==> src/acqms_params.svh <==
// Constants for the acquisition channel and mode control block.
// Assumes a 100 MHz system clock and byte addressing on the register bus.
`ifndef ACQMS_PARAMS_SVH
`define ACQMS_PARAMS_SVH

// Register byte offsets
`define ACQMS_OFF_CONFIG     4'h0
`define ACQMS_OFF_CONTROL    4'h4
`define ACQMS_OFF_STATUS     4'h8
`define ACQMS_OFF_RESULT     4'hC

// Configuration field positions and reset value
`define ACQMS_CFG_CODE_LSB   0
`define ACQMS_CFG_PAIR_BIT   3
`define ACQMS_CFG_SIGNED_BIT 4
`define ACQMS_CFG_UBE_BIT    5
`define ACQMS_CFG_ROM_BIT    6
`define ACQMS_CFG_RESET      7'h00

// Control and status field positions
`define ACQMS_CTL_START_BIT  0
`define ACQMS_ST_BUSY_BIT    0
`define ACQMS_ST_VALID_BIT   1
`define ACQMS_ST_MODE_LSB    2
`define ACQMS_ST_READY_BIT   4

// Timing
`define ACQMS_CLK_MHZ        100
`define ACQMS_CONV_EDGES     16
`define ACQMS_ASYNC_CONV_NS  7500
`define ACQMS_ASYNC_CONV_CYC ((`ACQMS_ASYNC_CONV_NS * `ACQMS_CLK_MHZ + 999) / 1000)

`endif

==> src/acqms_pkg.sv <==
// Types shared by the acquisition channel and mode control block.
// Assumes nothing beyond a SystemVerilog compiler.
package acqms_pkg;

    // Level seen on the three-level interface mode pin
    typedef enum logic [1:0] {
        ACQMS_MODE_LOW  = 2'b00,
        ACQMS_MODE_HIGH = 2'b01,
        ACQMS_MODE_OPEN = 2'b10
    } acqms_mode_t;

    // Conversion sequencer states
    typedef enum logic [1:0] {
        ACQMS_ST_IDLE  = 2'b00,
        ACQMS_ST_SYNC  = 2'b01,
        ACQMS_ST_ASYNC = 2'b10
    } acqms_state_t;

endpackage

==> src/acqms_sel_if.sv <==
// Channel selection bundle between control logic and selector decoder.
// Assumes both ends sit in the same clock domain.
`timescale 1ns/100ps
interface acqms_sel_if;
    logic [2:0] code;       // Channel code, bit 2 most significant
    logic       pair;       // Pair input select
    logic [7:0] pos;        // Input switched to positive side
    logic [7:0] neg;        // Input switched to negative side
    logic       com_pos;    // Common return on positive side
    logic       com_neg;    // Common return on negative side
    logic       selout_gnd; // Selector output tied to analog ground

    modport decode (input code, input pair, output pos, output neg,
                    output com_pos, output com_neg, output selout_gnd);
    modport ctrl (output code, output pair, input pos, input neg,
                  input com_pos, input com_neg, input selout_gnd);
endinterface

==> src/acqms_chan_decode.sv <==
// Analog selector decoder: channel code and pairing to switch map.
// Assumes the code and pair bits are stable flops from the control side.
`timescale 1ns/100ps
module acqms_chan_decode #(
    parameter bit HAS_SELOUT = 1'b0
) (
    input  wire logic     clk,
    input  wire logic     rst_n,
    acqms_sel_if.decode   sel
);

    // Top two codes, claimed by the selector output on that variant
    wire top_codes = sel.code[2] & sel.code[1];
    wire on_selout = HAS_SELOUT & top_codes;

    // Switch map
    always_comb begin
        sel.pos        = 8'h00;
        sel.neg        = 8'h00;
        sel.com_pos    = 1'b0;
        sel.com_neg    = 1'b0;
        sel.selout_gnd = 1'b0;
        if (on_selout) begin
            // Code 110 grounds the output, 111 leaves it open; the negative common return is on for both
            sel.selout_gnd = ~sel.code[0];
            sel.com_pos    = ~sel.code[0];
            sel.com_neg    = 1'b1;
        end else if (!sel.pair) begin
            // One input against the common return
            sel.pos[sel.code] = 1'b1;
            sel.com_neg       = 1'b1;
        end else begin
            // Even code: lower input positive; odd: lower negative
            sel.pos[sel.code]        = 1'b1;
            sel.neg[sel.code ^ 3'h1] = 1'b1;
        end
    end
endmodule

==> src/acqms_top.sv <==
// Acquisition channel and mode control: Avalon-MM slave, selector
// control, conversion sequencer and result presentation.
// Assumes all inputs synchronous to CLK; the converter core is outside.
`timescale 1ns/100ps
`include "acqms_params.svh"
module acqms_top #(
    parameter bit HAS_SELOUT   = 1'b0,
    parameter int ASYNC_CYCLES = `ACQMS_ASYNC_CONV_CYC
) (
    input  wire logic        CLK,
    input  wire logic        RESET_N,
    input  wire logic [3:0]  AVS_ADDRESS,
    input  wire logic        AVS_READ,
    input  wire logic        AVS_WRITE,
    input  wire logic [31:0] AVS_WRITEDATA,
    input  wire logic [3:0]  AVS_BYTEENABLE,
    output logic      [31:0] AVS_READDATA,
    output logic             AVS_WAITREQUEST,
    input  wire logic [1:0]  MODE_LEVEL,
    input  wire logic        CONVERSION_CLOCK_IN,
    input  wire logic [11:0] CONV_CODE_IN,
    output logic      [7:0]  AIN_POS_EN,
    output logic      [7:0]  AIN_NEG_EN,
    output logic             COMMON_POS_EN,
    output logic             COMMON_NEG_EN,
    output logic             SELOUT_GND_EN,
    output logic             RANGE_BIPOLAR,
    output logic             HOLD,
    output logic             BUSY_N,
    output logic             READY_O,
    output logic             READY_OE,
    output logic      [11:0] RESULT_BUS_O,
    output logic             RESULT_BUS_OE
);

    localparam int CNT_W = 10;

    // Counter end values, sized to the counter
    localparam logic [CNT_W-1:0] SYNC_LAST  = CNT_W'(`ACQMS_CONV_EDGES - 1);
    localparam logic [CNT_W-1:0] ASYNC_LAST = CNT_W'(ASYNC_CYCLES - 1);

    acqms_sel_if sel ();

    // Storage
    logic [6:0]              cfg;         // Configuration register
    logic [11:0]             result;      // Last conversion result
    logic                    result_valid; // Fresh result not yet read
    logic                    ack;         // Bus answer strobe
    logic                    slow_wait;   // Slow read awaits conversion
    logic                    conv_prev;   // Conversion clock last sample
    logic [CNT_W-1:0]        cnt;         // Edge or cycle counter
    acqms_pkg::acqms_state_t state;       // Sequencer state
    acqms_pkg::acqms_state_t next_state;  // Sequencer next state
    logic [CNT_W-1:0]        next_cnt;    // Counter next value

    // Mode pin decode; the unused code reads as open, the safe default
    acqms_pkg::acqms_mode_t mode;
    assign mode = (MODE_LEVEL == 2'b11) ? acqms_pkg::ACQMS_MODE_OPEN
                                        : acqms_pkg::acqms_mode_t'(MODE_LEVEL);
    wire mode_low  = (mode == acqms_pkg::ACQMS_MODE_LOW);
    wire mode_high = (mode == acqms_pkg::ACQMS_MODE_HIGH);
    wire mode_open = (mode == acqms_pkg::ACQMS_MODE_OPEN);

    // Configuration fields
    wire [2:0] chan_code = cfg[`ACQMS_CFG_CODE_LSB +: 3];
    wire       pair_sel  = cfg[`ACQMS_CFG_PAIR_BIT];
    wire       ube       = cfg[`ACQMS_CFG_UBE_BIT];
    wire       rom_mode  = cfg[`ACQMS_CFG_ROM_BIT];

    // Bus decode
    wire req      = AVS_READ | AVS_WRITE;
    wire hit_cfg  = (AVS_ADDRESS == `ACQMS_OFF_CONFIG);
    wire hit_ctl  = (AVS_ADDRESS == `ACQMS_OFF_CONTROL);
    wire hit_st   = (AVS_ADDRESS == `ACQMS_OFF_STATUS);
    wire hit_res  = (AVS_ADDRESS == `ACQMS_OFF_RESULT);
    wire res_rd   = AVS_READ & hit_res;
    wire slow_rd  = res_rd & mode_low & ~rom_mode;
    wire idle     = (state == acqms_pkg::ACQMS_ST_IDLE);

    // Answer: one wait cycle, or until the slow read's result lands
    wire next_ack = req & ~ack & (~slow_rd | (slow_wait & idle));
    // Writes land on the edge the master sees waitrequest low; read data
    // must already stand by then, so reads are fetched one edge earlier
    wire wr_take  = AVS_WRITE & ack;
    wire rd_take  = AVS_READ & next_ack;

    // Conversion start sources per interface mode
    wire port_start = wr_take & hit_ctl & AVS_BYTEENABLE[0]
                      & AVS_WRITEDATA[`ACQMS_CTL_START_BIT] & ~mode_low;
    wire rom_start  = rd_take & hit_res & mode_low & rom_mode;
    wire slow_start = slow_rd & ~slow_wait & ~ack;
    wire start      = idle & (port_start | rom_start | slow_start);

    // Conversion clock edge, input already synchronous
    wire conv_rise = CONVERSION_CLOCK_IN & ~conv_prev;

    // Sequencer end of conversion
    wire done = ((state == acqms_pkg::ACQMS_ST_SYNC) & conv_rise & (cnt == SYNC_LAST))
              | ((state == acqms_pkg::ACQMS_ST_ASYNC) & (cnt == ASYNC_LAST));

    // Result presentation: whole word or upper nibble on low lines
    wire [11:0] res_view = ube ? {8'h00, result[11:8]} : result;

    // Status word
    wire [31:0] status_word = {27'h0000000, READY_O, MODE_LEVEL,
                               result_valid, ~idle};

    // Read data select; control reads as zero
    wire [31:0] rd_mux = hit_cfg ? {25'h0000000, cfg}
                       : hit_st  ? status_word
                       : hit_res ? {20'h00000, res_view}
                       : 32'h00000000;

    // Sequencer next state
    always_comb begin
        next_state = state;
        next_cnt   = cnt;
        unique case (state)
            acqms_pkg::ACQMS_ST_IDLE: begin
                next_cnt = '0;
                if (start && mode_open) begin
                    // Free-running timing, independent of host and clock pin
                    next_state = acqms_pkg::ACQMS_ST_ASYNC;
                end else if (start) begin
                    next_state = acqms_pkg::ACQMS_ST_SYNC;
                end
            end
            acqms_pkg::ACQMS_ST_SYNC: begin
                // Start lands mid-period, so 16 edges span 15 to 16 periods
                if (done) begin
                    next_state = acqms_pkg::ACQMS_ST_IDLE;
                end else if (conv_rise) begin
                    next_cnt = cnt + 1'b1;
                end
            end
            acqms_pkg::ACQMS_ST_ASYNC: begin
                if (done) begin
                    next_state = acqms_pkg::ACQMS_ST_IDLE;
                end else begin
                    next_cnt = cnt + 1'b1;
                end
            end
            default: begin
                // Unused code recovers to idle
                next_state = acqms_pkg::ACQMS_ST_IDLE;
            end
        endcase
    end

    // Sequencer flops
    always_ff @(posedge CLK or negedge RESET_N) begin
        if (!RESET_N) begin
            state     <= acqms_pkg::ACQMS_ST_IDLE;
            cnt       <= '0;
            conv_prev <= 1'b0;
        end else begin
            state     <= next_state;
            cnt       <= next_cnt;
            conv_prev <= CONVERSION_CLOCK_IN;
        end
    end

    // Result capture at end of conversion
    always_ff @(posedge CLK or negedge RESET_N) begin
        if (!RESET_N) begin
            result <= 12'h000;
        end else if (done) begin
            result <= CONV_CODE_IN;
        end
    end

    // Fresh-result flag; a landing result beats the read that clears it
    always_ff @(posedge CLK or negedge RESET_N) begin
        if (!RESET_N) begin
            result_valid <= 1'b0;
        end else if (done) begin
            result_valid <= 1'b1;
        end else if (rd_take && hit_res) begin
            result_valid <= 1'b0;
        end
    end

    // Slow-read wait flag, held until the answer
    always_ff @(posedge CLK or negedge RESET_N) begin
        if (!RESET_N) begin
            slow_wait <= 1'b0;
        end else if (start && slow_start) begin
            slow_wait <= 1'b1;
        end else if (next_ack) begin
            slow_wait <= 1'b0;
        end
    end

    // Configuration register, all fields in byte lane 0
    always_ff @(posedge CLK or negedge RESET_N) begin
        if (!RESET_N) begin
            cfg <= `ACQMS_CFG_RESET;
        end else if (wr_take && hit_cfg && AVS_BYTEENABLE[0]) begin
            cfg <= AVS_WRITEDATA[6:0];
        end
    end

    // Bus answer and read data
    always_ff @(posedge CLK or negedge RESET_N) begin
        if (!RESET_N) begin
            ack          <= 1'b0;
            AVS_READDATA <= 32'h00000000;
        end else begin
            ack <= next_ack;
            if (rd_take) begin
                AVS_READDATA <= rd_mux;
            end
        end
    end

    // Result bus pins, driven only for the cycle a result read answers
    always_ff @(posedge CLK or negedge RESET_N) begin
        if (!RESET_N) begin
            RESULT_BUS_O  <= 12'h000;
            RESULT_BUS_OE <= 1'b0;
        end else begin
            RESULT_BUS_OE <= rd_take & hit_res;
            if (rd_take && hit_res) begin
                RESULT_BUS_O <= res_view;
            end
        end
    end

    // Selector switches, registered so analog pins never glitch
    always_ff @(posedge CLK or negedge RESET_N) begin
        if (!RESET_N) begin
            AIN_POS_EN    <= 8'h00;
            AIN_NEG_EN    <= 8'h00;
            COMMON_POS_EN <= 1'b0;
            COMMON_NEG_EN <= 1'b0;
            SELOUT_GND_EN <= 1'b0;
        end else begin
            AIN_POS_EN    <= sel.pos;
            AIN_NEG_EN    <= sel.neg;
            COMMON_POS_EN <= sel.com_pos;
            COMMON_NEG_EN <= sel.com_neg;
            SELOUT_GND_EN <= sel.selout_gnd;
        end
    end

    // Selector decoder
    assign sel.code = chan_code;
    assign sel.pair = pair_sel;
    acqms_chan_decode #(
        .HAS_SELOUT (HAS_SELOUT)
    ) u_decode (
        .clk   (CLK),
        .rst_n (RESET_N),
        .sel   (sel)
    );

    // Handshake and level outputs
    assign AVS_WAITREQUEST = req & ~ack;
    assign RANGE_BIPOLAR   = cfg[`ACQMS_CFG_SIGNED_BIT];
    assign HOLD            = ~idle;
    assign BUSY_N          = idle;
    // Ready falls with the slow read and rises once its answer is out
    assign READY_O         = ~(slow_rd & ~ack);
    assign READY_OE        = mode_low;

    // Helper: clock cycles a slow read has waited
    logic [CNT_W+4:0] wait_cyc;
    always_ff @(posedge CLK or negedge RESET_N) begin
        if (!RESET_N) begin
            wait_cyc <= '0;
        end else if (slow_wait) begin
            wait_cyc <= wait_cyc + 1'b1;
        end else begin
            wait_cyc <= '0;
        end
    end
endmodule

==> config.mk <==
export PLATFORM = sky130hd
export DESIGN_NAME = acqms_top
export DESIGN_NICKNAME = d
export VERILOG_FILES = /design/src/acqms_pkg.sv /design/src/acqms_sel_if.sv /design/src/acqms_chan_decode.sv /design/src/acqms_top.sv
export VERILOG_INCLUDE_DIRS = /design/src /design/src/src
export SDC_FILE = /design/constraint.sdc
export NUM_CORES = 1
export LEC_CHECK = 0
export BUFFER_PORTS_ARGS = -buffer_cell sky130_fd_sc_hd__buf_2
export CORE_MARGIN = 1.5
export CORE_UTILIZATION = 45
export DETAILED_ROUTE_END_ITERATION = 7
export PLACE_DENSITY = 0.74
export SYNTH_ARGS = -nofsm -noshare
export SYNTH_HDL_FRONTEND = slang
export SYNTH_SLANG_ARGS = --single-unit
==> constraint.sdc <==
create_clock -name CLK -period 2.55 [get_ports CLK]
set_input_delay 0.51 -clock CLK [delete_from_list [all_inputs] [get_ports CLK]]
set_output_delay 0.51 -clock CLK [all_outputs]
set_load 0.03 [all_outputs]
* After elaboration in Yosys (flattened, before gate mapping)
Index checks and enable logic that the tools add are counted.
** Word-level totals
- Bits in registers :: 97
- Input port bits :: 59
- Output and inout bits :: 70
** Operators by class
- $add $sub $neg :: 1
- Magnitude comparators :: 4
- Equal/unequal tests :: 14
- Multiplexer cells :: 23
- Bitwise operators :: 37
- Reductions and logical operators :: 16
** Operator list (number)
- $mux W12 :: 4
- $mux W10 :: 3
- $pmux W10 S3 :: 1
- $and A1 B1 Y1 :: 23
- $add A10 B1 Y10 const B :: 1
- $eq A10 B10 Y1 const B :: 1
- $eq A10 B4 Y1 const B :: 1
- $not A1 Y1 :: 9
- $eq A4 B4 Y1 const B :: 2
- $lt A3 B4 Y1 const B :: 2
- $mux W2 :: 4
- $mux W8 :: 1
- $logic_and A1 B1 Y1 :: 7
- $mux W1 :: 7
- $demux W1 S3 :: 2
- $eq A2 B2 Y1 const B :: 3
- $ge A3 B1 Y1 const B :: 2
- $ne A2 B2 Y1 const B :: 3
- $or A1 B1 Y1 :: 5
- $eq A4 B3 Y1 const B :: 1
- $logic_not A2 Y1 :: 2
- $logic_not A4 Y1 :: 1
- $pmux W2 S2 :: 1
- $reduce_and A4 Y1 :: 1
- other kinds (7) :: 8

* Logic depth before layout (Yosys ltp)
Gate-level depths: netlist of the first run.
- Depth in word-level cells :: 18
- Gate-level depth with buffers :: 9
- Gate-level depth less buffers :: 7

* Hierarchy
A second synthesis of the first run with hierarchy kept.
** Unflattened totals
- Cell total of the unflattened synthesis :: 341
- Area, all modules :: 3632.2 um^2
** By module, submodules not included
- acqms_top :: times used 1, cells an instance 318, area an instance 3400.8 um^2, seq. area each 1976.9 um^2
- acqms_chan_decode :: times used 1, cells an instance 23, area an instance 231.5 um^2, seq. area each 0.0 um^2

* Worst setup path before layout of the first run
Ideal clock, no wire load.
- Path type :: register to register
- Start :: register state[0]
- End :: register AVS_READDATA[10]
- Library setup time :: 0.121 ns
- Arrival :: 2.081 ns
- Data required time :: 2.429 ns
- Slack :: 0.348 ns
- Cell stages (with the launch flop) :: 8
- Cell sequence :: dfrtp_1 > inv_1 > ha_1 > a2111oi_0 > or2_2 > nor2_1 > buf_2 > a22o_1
** On the way
- Cells in the longest elaborated chain, start to end :: 5
** Ends and longest elaborated chain
- start, declared :: line acqms_top.sv:52 : acqms_pkg::acqms_state_t state;
- start signal, assigned :: line acqms_top.sv:153 : state <= acqms_pkg::ACQMS_ST_IDLE;
- start signal, assigned :: line acqms_top.sv:157 : state <= next_state;
- $logic_not A2 Y1 :: line acqms_top.sv:78 : wire idle = (state == acqms_pkg::ACQMS_ST_IDLE);
- via BUSY_N :: line acqms_top.sv:29 : output logic BUSY_N,
- $and A1 B1 Y1 :: line acqms_top.sv:81 : wire next_ack = req & ~ack & (~slow_rd | (slow_wait & idle));
- $or A1 B1 Y1 :: line acqms_top.sv:81
- $and A1 B1 Y1 :: line acqms_top.sv:81
- $and A1 B1 Y1 :: line acqms_top.sv:85 : wire rd_take = AVS_READ & next_ack;
- end signal, assigned :: line acqms_top.sv:211 : AVS_READDATA <= rd_mux;
- end, declared :: line acqms_top.sv:17 : output logic [31:0] AVS_READDATA,
The timed path passes the listed nets, and every way through them passes these cells.
A chain may end at the register's enable or synchronous reset.

* Worst setup path in the final report of the first run
- Start :: register ack
- End :: output READY_O
** On the way
- Cells in the longest elaborated chain, start to end :: 3
** Ends and longest elaborated chain
- start, declared :: line acqms_top.sv:48 : logic ack;
- start signal, assigned :: line acqms_top.sv:209 : ack <= next_ack;
- $not A1 Y1 :: line acqms_top.sv:263 : assign READY_O = ~(slow_rd & ~ack);
- $and A1 B1 Y1 :: line acqms_top.sv:263
- $not A1 Y1 :: line acqms_top.sv:263
- end, declared :: line acqms_top.sv:30 : output logic READY_O,
No other way between the ends.

==> impl_metrics.env, run 1 <==
export IMPL_clockPowerShare_pct=32.9
export IMPL_clkSinkCount=77
export IMPL_synth_avg_cell_area_um2=10.9
export IMPL_max_cap_violations=0
export IMPL_min_period_ps=2370
export IMPL_path_cells="and2b_2 > nand2_1 > or4_2 > buf_2"
export IMPL_vias=2536
export IMPL_synthMuxAreaShare_pct=6.95
export IMPL_via_per_inst=5.00
export IMPL_p_switching_w=0.000917
export IMPL_io_buffers=78
export IMPL_grt_pass1_wl_um=12600
export IMPL_gp_congestion=0.891
export IMPL_combPwrFrac_pct=19.7
export IMPL_crit_type="reg -> out"
export IMPL_fmax_mhz=422
export IMPL_vdd_drop_max_mv=0.349
export IMPL_cts_made_buffers=9
export IMPL_period_share_pct=92.8
export IMPL_die_h_um=90.9
export IMPL_max_slew_margin_rel_pct=46.1
export IMPL_clk_latency_ps=350
export IMPL_fin_nets=468
export IMPL_dieArea_um2=8260
export IMPL_skew_ps=8.04
export IMPL_synthesis_area_um2=3480
export IMPL_hold_viol=0
export IMPL_grt_usage_pct=19.2
export IMPL_die_w_um=90.9
export IMPL_num_rows=31
export IMPL_drive_above_1_share_pct=31.6
export IMPL_hold_class="in -> async"
export IMPL_multi_input_area_um2=1360
export IMPL_cts_tree="done"
export IMPL_hold_buffers=0
export IMPL_rrSetupSlack_ps=340
export IMPL_async_flop_share_pct=100
export IMPL_synth_ff_type="dfrtp_1"
export IMPL_worst_pin_slew_ps=805
export IMPL_crit_path_end_kind="primary output"
export IMPL_yosysSeqAreaShare_pct=55.4
export IMPL_post_cts_resized=0
export IMPL_cts_root_buf="clkbuf_8"
export IMPL_synth_edf_count=0
export IMPL_syn2layout_area_growth_pct=18.3
export IMPL_path_max_fanout=4
export IMPL_p_int_w=0.00195
export IMPL_synth_top_family_by_area="compound AO/OA/AOI/OAI gates"
export IMPL_path_buf_inv=1
export IMPL_finalSetupViolCount=0
export IMPL_finalPower_w=0.00287
export IMPL_wirelength_um=7310
export IMPL_clockBufferDepth=2
export IMPL_worstSetupStartpointType="flop"
export IMPL_seq_power_share_pct=47.4
export IMPL_drt_iter0_drc=118
export IMPL_synthCells=320
export IMPL_grt_max_degree=50
export IMPL_finalSetupTns_ps=0
export IMPL_crit_slowest_cell="or4_2"
export IMPL_final_antenna_net_count=0
export IMPL_synth_cell_type_count=51
export IMPL_grt_setup_unrepaired="false"
export IMPL_firstDrtPassIters=4
export IMPL_slew_violations=0
export IMPL_overflow=0
export IMPL_status="finished clean"
export IMPL_yosys_register_bits=77
export IMPL_max_stage_delay_ps=580
export IMPL_required_ps=2040
export IMPL_synth_compound_area_share_pct=14.0
export IMPL_dp_hpwl_um=5400
export IMPL_post_cts_setup_buffer_count=0
export IMPL_cp_top_family="simple AND/OR/NAND/NOR gates"
export IMPL_diodes=0
export IMPL_io_pins=129
export IMPL_clkTransAtPathRegs_ps=80
export IMPL_synth_fa_ha_area_share_pct=2.16
export IMPL_htreeDepth=3
export IMPL_layout_common_cells="dfrtp_1 (77), buf_2 (77), nand2_1 (32)"
export IMPL_p_per_area_nw_per_um2=698
export IMPL_drcViolationCount=0
export IMPL_ys_warnings_count=0
export IMPL_synthSimpleGateAreaFrac_pct=13.8
export IMPL_switching_share_pct=32.0
export IMPL_coreArea_um2=7370
export IMPL_synth_xor_area_share_pct=0
export IMPL_regArea_um2=1930
export IMPL_routedWlPerCell_um=14.4
export IMPL_p_leak_nw=2.12
export IMPL_fill_cells=641
export IMPL_antenna_found_initial=0
export IMPL_cp_arrival_ps=1860
export IMPL_initial_core_util_pct=47.2
export IMPL_grt_pass1_vias=2538
## sequential cells by signal, indices dropped and copies added (netlist names)
signal	count
cfg	7
RESULT_BUS_OE	1
cnt	10
AVS_READDATA	12
conv_prev	1
COMMON_NEG_EN	1
state	2
AIN_NEG_EN	8
result	12
ack	1
result_valid	1
RESULT_BUS_O	12
slow_wait	1
AIN_POS_EN	8
## cell usage after synthesis (2+ instances only)
library cell | instances | area (um^2)
dfrtp_1 | 77 | 1930
nand2_1 | 32 | 120
o21ai_0 | 27 | 135
buf_4 | 23 | 173
nor2_1 | 23 | 86.3
mux2_2 | 17 | 191
inv_1 | 12 | 45.0
a22o_1 | 11 | 96.3
nand3_1 | 9 | 45.0
clkbuf_1 | 7 | 26.3
nor3_1 | 7 | 35.0
ha_1 | 6 | 75.1
nand2b_1 | 6 | 37.5
o22ai_1 | 6 | 37.5
mux2i_1 | 5 | 50.1
buf_2 | 4 | 20.0
a21o_1 | 3 | 22.5
a21oi_1 | 3 | 15.0
or4_1 | 3 | 22.5
a2111oi_0 | 2 | 17.5
and2b_2 | 2 | 17.5
and3_1 | 2 | 12.5
nor2b_1 | 2 | 12.5
o31ai_1 | 2 | 15.0
or2_1 | 2 | 12.5
or2_2 | 2 | 12.5
## layout make-up
type / instances / area share, %
clock buffer: 10 / 3.35
clock inverter: 6 / 1.67
inverter: 12 / 1.10
multi-input combinational: 218 / 33.2
sequential: 77 / 46.9
tap: 99 / 3.01
timing repair buffer: 85 / 10.8
## power by group through the flow
stage	registers, W	clock network (W)	logic, W
2_1_floorplan	0.00145	0	0.000334
3_3_place_gp	0.00138	0	0.000556
3_5_place_dp	0.00138	0	0.000565
4_1_cts	0.00136	0.000964	0.000568
5_1_grt	0.00137	0.00101	0.000624
6_report	0.00136	0.000942	0.000566
## layer usage
layer | track usage, % | up-vias | wire, um
met1 | 26.2 | 1215 | 3330
met2 | 29.9 | 62 | 3530
met5 | 0 | - | 0
li1 | - | 1249 | -
met3 | 5.64 | 10 | 352
met4 | 5.21 | 0 | 93
## worst paths after layout
path | start | end | cells after the start
max | ack | READY_O | 4
min | RESET_N | AIN_NEG_EN[6] | 1
max reg2reg | state[1] | cnt[3] | 8
min reg2reg | RESULT_BUS_O[2] | RESULT_BUS_O[2] | 2
max in group asynchronous | RESET_N | RESULT_BUS_O[2] | 2
min in group CLK | CONVERSION_CLOCK_IN | conv_prev | 1
## stage by stage
stage	utilization (%)	cells	cell area [um^2]	setup slack [ps]	hold slack, ps
after detailed placement	53.0	491	3910	234	465
after global routing	55.8	507	4110	114	211
after global placement	53.0	491	3910	235	459
after floorplan	-	341	3550	348	214
after CTS	55.8	507	4110	171	183
final	55.8	507	4110	183	166
## cell families after synthesis
logic type	count (synthesis)
compound gates	70
fa+ha+maj	6
buf+inv	46
flops	77
mux	22
other cells	1
simple gates	98
(Power assumes the default switching activity.)
==> run 2, diff against run 1 <==
--- a/config.mk
+++ b/config.mk
@@ -11,6 +11,7 @@
 export CORE_UTILIZATION = 45
 export DETAILED_ROUTE_END_ITERATION = 7
 export PLACE_DENSITY = 0.74
+export RECOVER_POWER = 25
 export SYNTH_ARGS = -nofsm -noshare
 export SYNTH_HDL_FRONTEND = slang
 export SYNTH_SLANG_ARGS = --single-unit
==> run 2 against run 1 <==
Register-to-register slack is essentially flat. Global-route usage is the same. Critical endpoint unchanged. Clock power is essentially flat.
==> impl_metrics.env, run 2 (synthesis results as in run 1) <==
export IMPL_status="finished clean"
export IMPL_clockBufferDepth=2
export IMPL_vdd_drop_max_mv=0.349
export IMPL_num_rows=31
export IMPL_final_antenna_net_count=0
export IMPL_drt_iter0_drc=118
export IMPL_grt_pass1_vias=2538
export IMPL_worstHoldPathCells=1
export IMPL_rrSetupSlack_ps=340
export IMPL_fill_cells=642
export IMPL_diodes=0
export IMPL_routedWlPerCell_um=14.4
export IMPL_gp_congestion=0.891
export IMPL_io_buffers=78
export IMPL_path_max_fanout=4
export IMPL_reg_top3="AVS_READDATA x12, RESULT_BUS_O x12, result x12"
export IMPL_worst_pin_slew_ps=1180
export IMPL_crit_type="reg -> out"
export IMPL_drcViolationCount=0
export IMPL_post_cts_resized=0
export IMPL_drive_above_1_share_pct=31.6
export IMPL_clkTransAtPathRegs_ps=80
export IMPL_hold_buffers=0
export IMPL_hold_class="in -> reg"
export IMPL_antenna_found_initial=0
export IMPL_cts_made_buffers=9
export IMPL_wirelength_um=7310
export IMPL_cp_arrival_ps=1860
export IMPL_finalSetupTns_ps=0
export IMPL_crit_slowest_cell="or4_2"
export IMPL_grt_pass1_wl_um=12600
export IMPL_dp_hpwl_um=5400
export IMPL_grt_setup_unrepaired="false"
export IMPL_p_per_area_nw_per_um2=698
export IMPL_worstSetupStartpointType="flop"
export IMPL_initial_core_util_pct=47.2
export IMPL_via_per_inst=5.00
export IMPL_clk_latency_ps=350
export IMPL_grt_usage_pct=19.2
export IMPL_whs_ps=288
export IMPL_die_h_um=90.9
export IMPL_required_ps=2040
export IMPL_dieArea_um2=8260
export IMPL_slew_violations=0
export IMPL_min_period_ps=2370
export IMPL_min_from="CONVERSION_CLOCK_IN"
export IMPL_cts_tree="done"
export IMPL_crit_path_end_kind="primary output"
export IMPL_hold_viol=0
export IMPL_period_share_pct=92.8
export IMPL_cts_root_buf="clkbuf_8"
export IMPL_coreArea_um2=7370
export IMPL_ff2ff_path_depth=8
export IMPL_layout_common_cells="dfrtp_1 (77), buf_2 (77), nand2_1 (32)"
export IMPL_fin_nets=468
export IMPL_clkSinkCount=77
export IMPL_skew_ps=8.04
export IMPL_syn2layout_area_growth_pct=18.2
export IMPL_max_slew_margin_rel_pct=21.6
export IMPL_path_cells="and2b_2 > nand2_1 > or4_2 > buf_2"
export IMPL_htreeDepth=3
export IMPL_firstDrtPassIters=4
export IMPL_hold_end="conv_prev"
export IMPL_fmax_mhz=422
export IMPL_reg2reg_from="state[1]"
export IMPL_die_w_um=90.9
export IMPL_finalSetupViolCount=0
export IMPL_max_stage_delay_ps=580
export IMPL_p_leak_nw=2.12
export IMPL_grt_max_degree=50
export IMPL_crit_reg2reg_capture="cnt[3]"
export IMPL_post_cts_setup_buffer_count=0
export IMPL_max_cap_violations=0
export IMPL_io_pins=129
export IMPL_vias=2536
export IMPL_overflow=0
## run 2: cell type report
class,count,area (um^2),area share (%)
clock inverters,6,68.8,1.67
multi-input cells,218,1360,33.2
repair buffers,85,443,10.8
clock buffers,10,138,3.35
inverters,12,45.0,1.10
well taps,99,124,3.01
flip-flops and latches,77,1930,46.9
## run 2: worst max-delay path by stage
stage / start / to / slack (ps) / depth (start not counted)
final: ack / READY_O / 180 / 4
after floorplan: state[0] / AVS_READDATA[10] / 350 / 7
after CTS: ack / READY_O / 170 / 4
after global placement: AVS_ADDRESS[0] / READY_O / 240 / 5
after detailed placement: AVS_ADDRESS[3] / READY_O / 230 / 5
after global routing: ack / READY_O / 110 / 4
## run 2: layer usage
layer  global-route usage [%]  part of all wire (%)  routed length, um  up-vias
met4                     5.21                   1.3                 93        0
met2                     29.9                    48               3530       62
li1                         -                     -                  -     1249
met3                     5.64                   4.8                352       10
met1                     26.2                    46               3330     1215
met5                        0                     0                  0        -
## run 2: worst max-delay path: cells and delay by family (launching register included)
family | cells | cell delay [ps]
buf+inv | 1 | 210
flops | 1 | 410
simple gates | 3 | 900
## run 2: metrics by stage
| step | instance area, um^2 | setup WS (ps) | power [W] | util [%] | instances |
|---|---|---|---|---|---|
| after floorplan | 3550 | 348 | 0.00178 | - | 341 |
| after global placement | 3910 | 235 | 0.00194 | 53.0 | 491 |
| after detailed placement | 3910 | 234 | 0.00195 | 53.0 | 491 |
| after CTS | 4110 | 171 | 0.00289 | 55.8 | 507 |
| after global routing | 4110 | 114 | 0.00301 | 55.8 | 507 |
| final | 4110 | 183 | 0.00287 | 55.8 | 507 |
## run 2: power by group
part	total [W]	internal (W)	switching [W]	leakage [nW]
registers	0.00136	0.00130	0.0000649	1.05
clock network	0.000942	0.000485	0.000457	0.103
logic	0.000565	0.000170	0.000395	0.965
total	0.00287	0.00195	0.000917	2.12
==> run 3, diff against run 2 <==
--- a/config.mk
+++ b/config.mk
@@ -10,8 +10,10 @@
 export CORE_MARGIN = 1.5
 export CORE_UTILIZATION = 45
 export DETAILED_ROUTE_END_ITERATION = 7
+export GPL_TIMING_DRIVEN = 0
 export PLACE_DENSITY = 0.74
 export RECOVER_POWER = 25
 export SYNTH_ARGS = -nofsm -noshare
 export SYNTH_HDL_FRONTEND = slang
 export SYNTH_SLANG_ARGS = --single-unit
+export TNS_END_PERCENT = 1
==> run 3 against run 2 <==
Combinational power rose by 8.3%. Sequential cell count is the same. Clock-buffer cell count decreased by 1. Clock skew rose by 2.7 ps. Via count increased by 5.4%. Highest routed layer unchanged.
==> impl_metrics.env, run 3 (synthesis results as in run 1) <==
export IMPL_status="finished clean"
export IMPL_fin_nets=496
export IMPL_htreeDepth=3
export IMPL_clkTransAtPathRegs_ps=90
export IMPL_diodes=0
export IMPL_required_ps=2040
export IMPL_syn2layout_area_growth_pct=22.8
export IMPL_p_switching_w=0.000964
export IMPL_clk_latency_ps=350
export IMPL_crit_slowest_cell="or4_2"
export IMPL_routedWlPerCell_um=14.0
export IMPL_hold_class="in -> reg"
export IMPL_coreArea_um2=7370
export IMPL_cts_root_buf="clkbuf_8"
export IMPL_vias=2672
export IMPL_grt_usage_pct=19.0
export IMPL_firstDrtPassIters=4
export IMPL_clkSinkCount=77
export IMPL_slew_violations=0
export IMPL_num_rows=31
export IMPL_via_per_inst=4.99
export IMPL_worstSetupStartpointType="flop"
export IMPL_reg2reg_from="state[0]"
export IMPL_path_max_fanout=4
export IMPL_grt_max_degree=66
export IMPL_rrSetupSlack_ps=260
export IMPL_wirelength_um=7520
export IMPL_drive_above_1_share_pct=33.9
export IMPL_multi_input_area_um2=1370
export IMPL_clockBufferDepth=2
export IMPL_switching_share_pct=34.2
export IMPL_fill_cells=656
export IMPL_worstSetupStartpoint="ack"
export IMPL_finalSetupViolCount=0
export IMPL_grt_setup_unrepaired="false"
export IMPL_die_h_um=90.9
export IMPL_grt_pass1_wl_um=12300
export IMPL_finalPower_w=0.00282
export IMPL_final_area_um2=4270
export IMPL_final_common_cell="buf_2"
export IMPL_min_from="CONVERSION_CLOCK_IN"
export IMPL_p_per_area_nw_per_um2=660
export IMPL_worstHoldPathCells=1
export IMPL_fmax_mhz=420
export IMPL_combPwrFrac_pct=21.7
export IMPL_crit_type="reg -> out"
export IMPL_layout_common_cells="buf_2 (79), dfrtp_1 (77), nand2_1 (32)"
export IMPL_vdd_drop_max_mv=0.306
export IMPL_clockPowerShare_pct=30.5
export IMPL_p_int_w=0.00185
export IMPL_dp_hpwl_um=5540
export IMPL_worst_pin_slew_ps=841
export IMPL_max_stage_delay_ps=590
export IMPL_io_buffers=77
export IMPL_initial_core_util_pct=47.2
export IMPL_max_slew_margin_rel_pct=43.9
export IMPL_period_share_pct=93.4
export IMPL_skew_ps=10.7
export IMPL_overflow=0
export IMPL_finalSetupTns_ps=0
export IMPL_drt_iter0_drc=176
export IMPL_reg_top3="AVS_READDATA x12, RESULT_BUS_O x12, result x12"
export IMPL_grt_pass1_vias=2531
export IMPL_max_cap_violations=0
export IMPL_drcViolationCount=0
export IMPL_final_antenna_net_count=0
export IMPL_cts_tree="done"
export IMPL_crit_path_end_kind="primary output"
export IMPL_path_cells="and2b_2 > nand2_1 > or4_2 > buf_2"
export IMPL_cts_made_buffers=9
export IMPL_placed_area_um2=4090
export IMPL_seq_power_share_pct=47.8
export IMPL_cp_arrival_ps=1870
export IMPL_io_pins=129
export IMPL_die_w_um=90.9
export IMPL_hold_viol=0
export IMPL_gp_congestion=0.869
export IMPL_min_period_ps=2380
export IMPL_post_cts_setup_buffer_count=0
export IMPL_dieArea_um2=8260
export IMPL_p_leak_nw=2.23
export IMPL_antenna_found_initial=0
export IMPL_ff2ff_path_depth=7
export IMPL_regArea_um2=1930
==> run 3: cell types whose count changed in the layout (fill, tap and decap cells not counted), sizes merged <==
cell and delta:
dlygate4sd3 +1, clkinv +1, clkbuf +8, buf +18
bufinv -1, inv +1
==> run 3: final timing paths <==
kind,endpoint
max,READY_O
max reg2reg,AVS_READDATA[0]
min,conv_prev
min in group asynchronous,conv_prev
min reg2reg,AVS_READDATA[4]
max in group asynchronous,AIN_POS_EN[4]
==> run 3: area by class of cell <==
type,count,share of cell area (%)
sequential,77,45.1
multi-input combinational,218,32.1
timing repair buffer,79,9.38
buffer,34,5.13
clock buffer,9,2.90
tap,99,2.90
clock inverter,7,1.38
inverter,12,1.06
==> run 3: worst max-delay path, delay by kind of cell, from the launching register on <==
family	cells	cell delay, ps
buf+inv	1	210
simple gates	3	910
flops	1	410
==> run 3: power by group through the flow <==
stage	logic, W	registers (W)	clock network [W]
after detailed placement	0.000607	0.00137	0
after global placement	0.000590	0.00137	0
after global routing	0.000661	0.00136	0.000932
final	0.000612	0.00135	0.000858
after floorplan	0.000334	0.00145	0
after CTS	0.000610	0.00135	0.000872
==> run 3: layer usage <==
metal,GRT usage [%],vias up,wire (um)
met4,5.99,0,78
met1,25.3,1271,3250
met5,0,-,0
met2,31.0,82,3760
li1,-,1312,-
met3,4.21,7,435
==> run 3: what timing repair did <==
item / 4_1_cts / 5_1_grt
endpoints found under the hold margin: 3 / 0
resized for setup: 1 / 1
endpoints found under the setup margin: 4 / 24
pin swaps: 0 / 0
hold buffers: 1 / 0
==> run 3: through the flow <==
stage	hold WS, ps	worst slack, ps	cells	util, %
floorplan	214	348	341	-
global placement	459	149	517	55.1
detailed placement	377	34.3	518	55.6
CTS	271	120	535	58.2
global route	290	60.1	535	57.9
finish	285	169	535	57.9
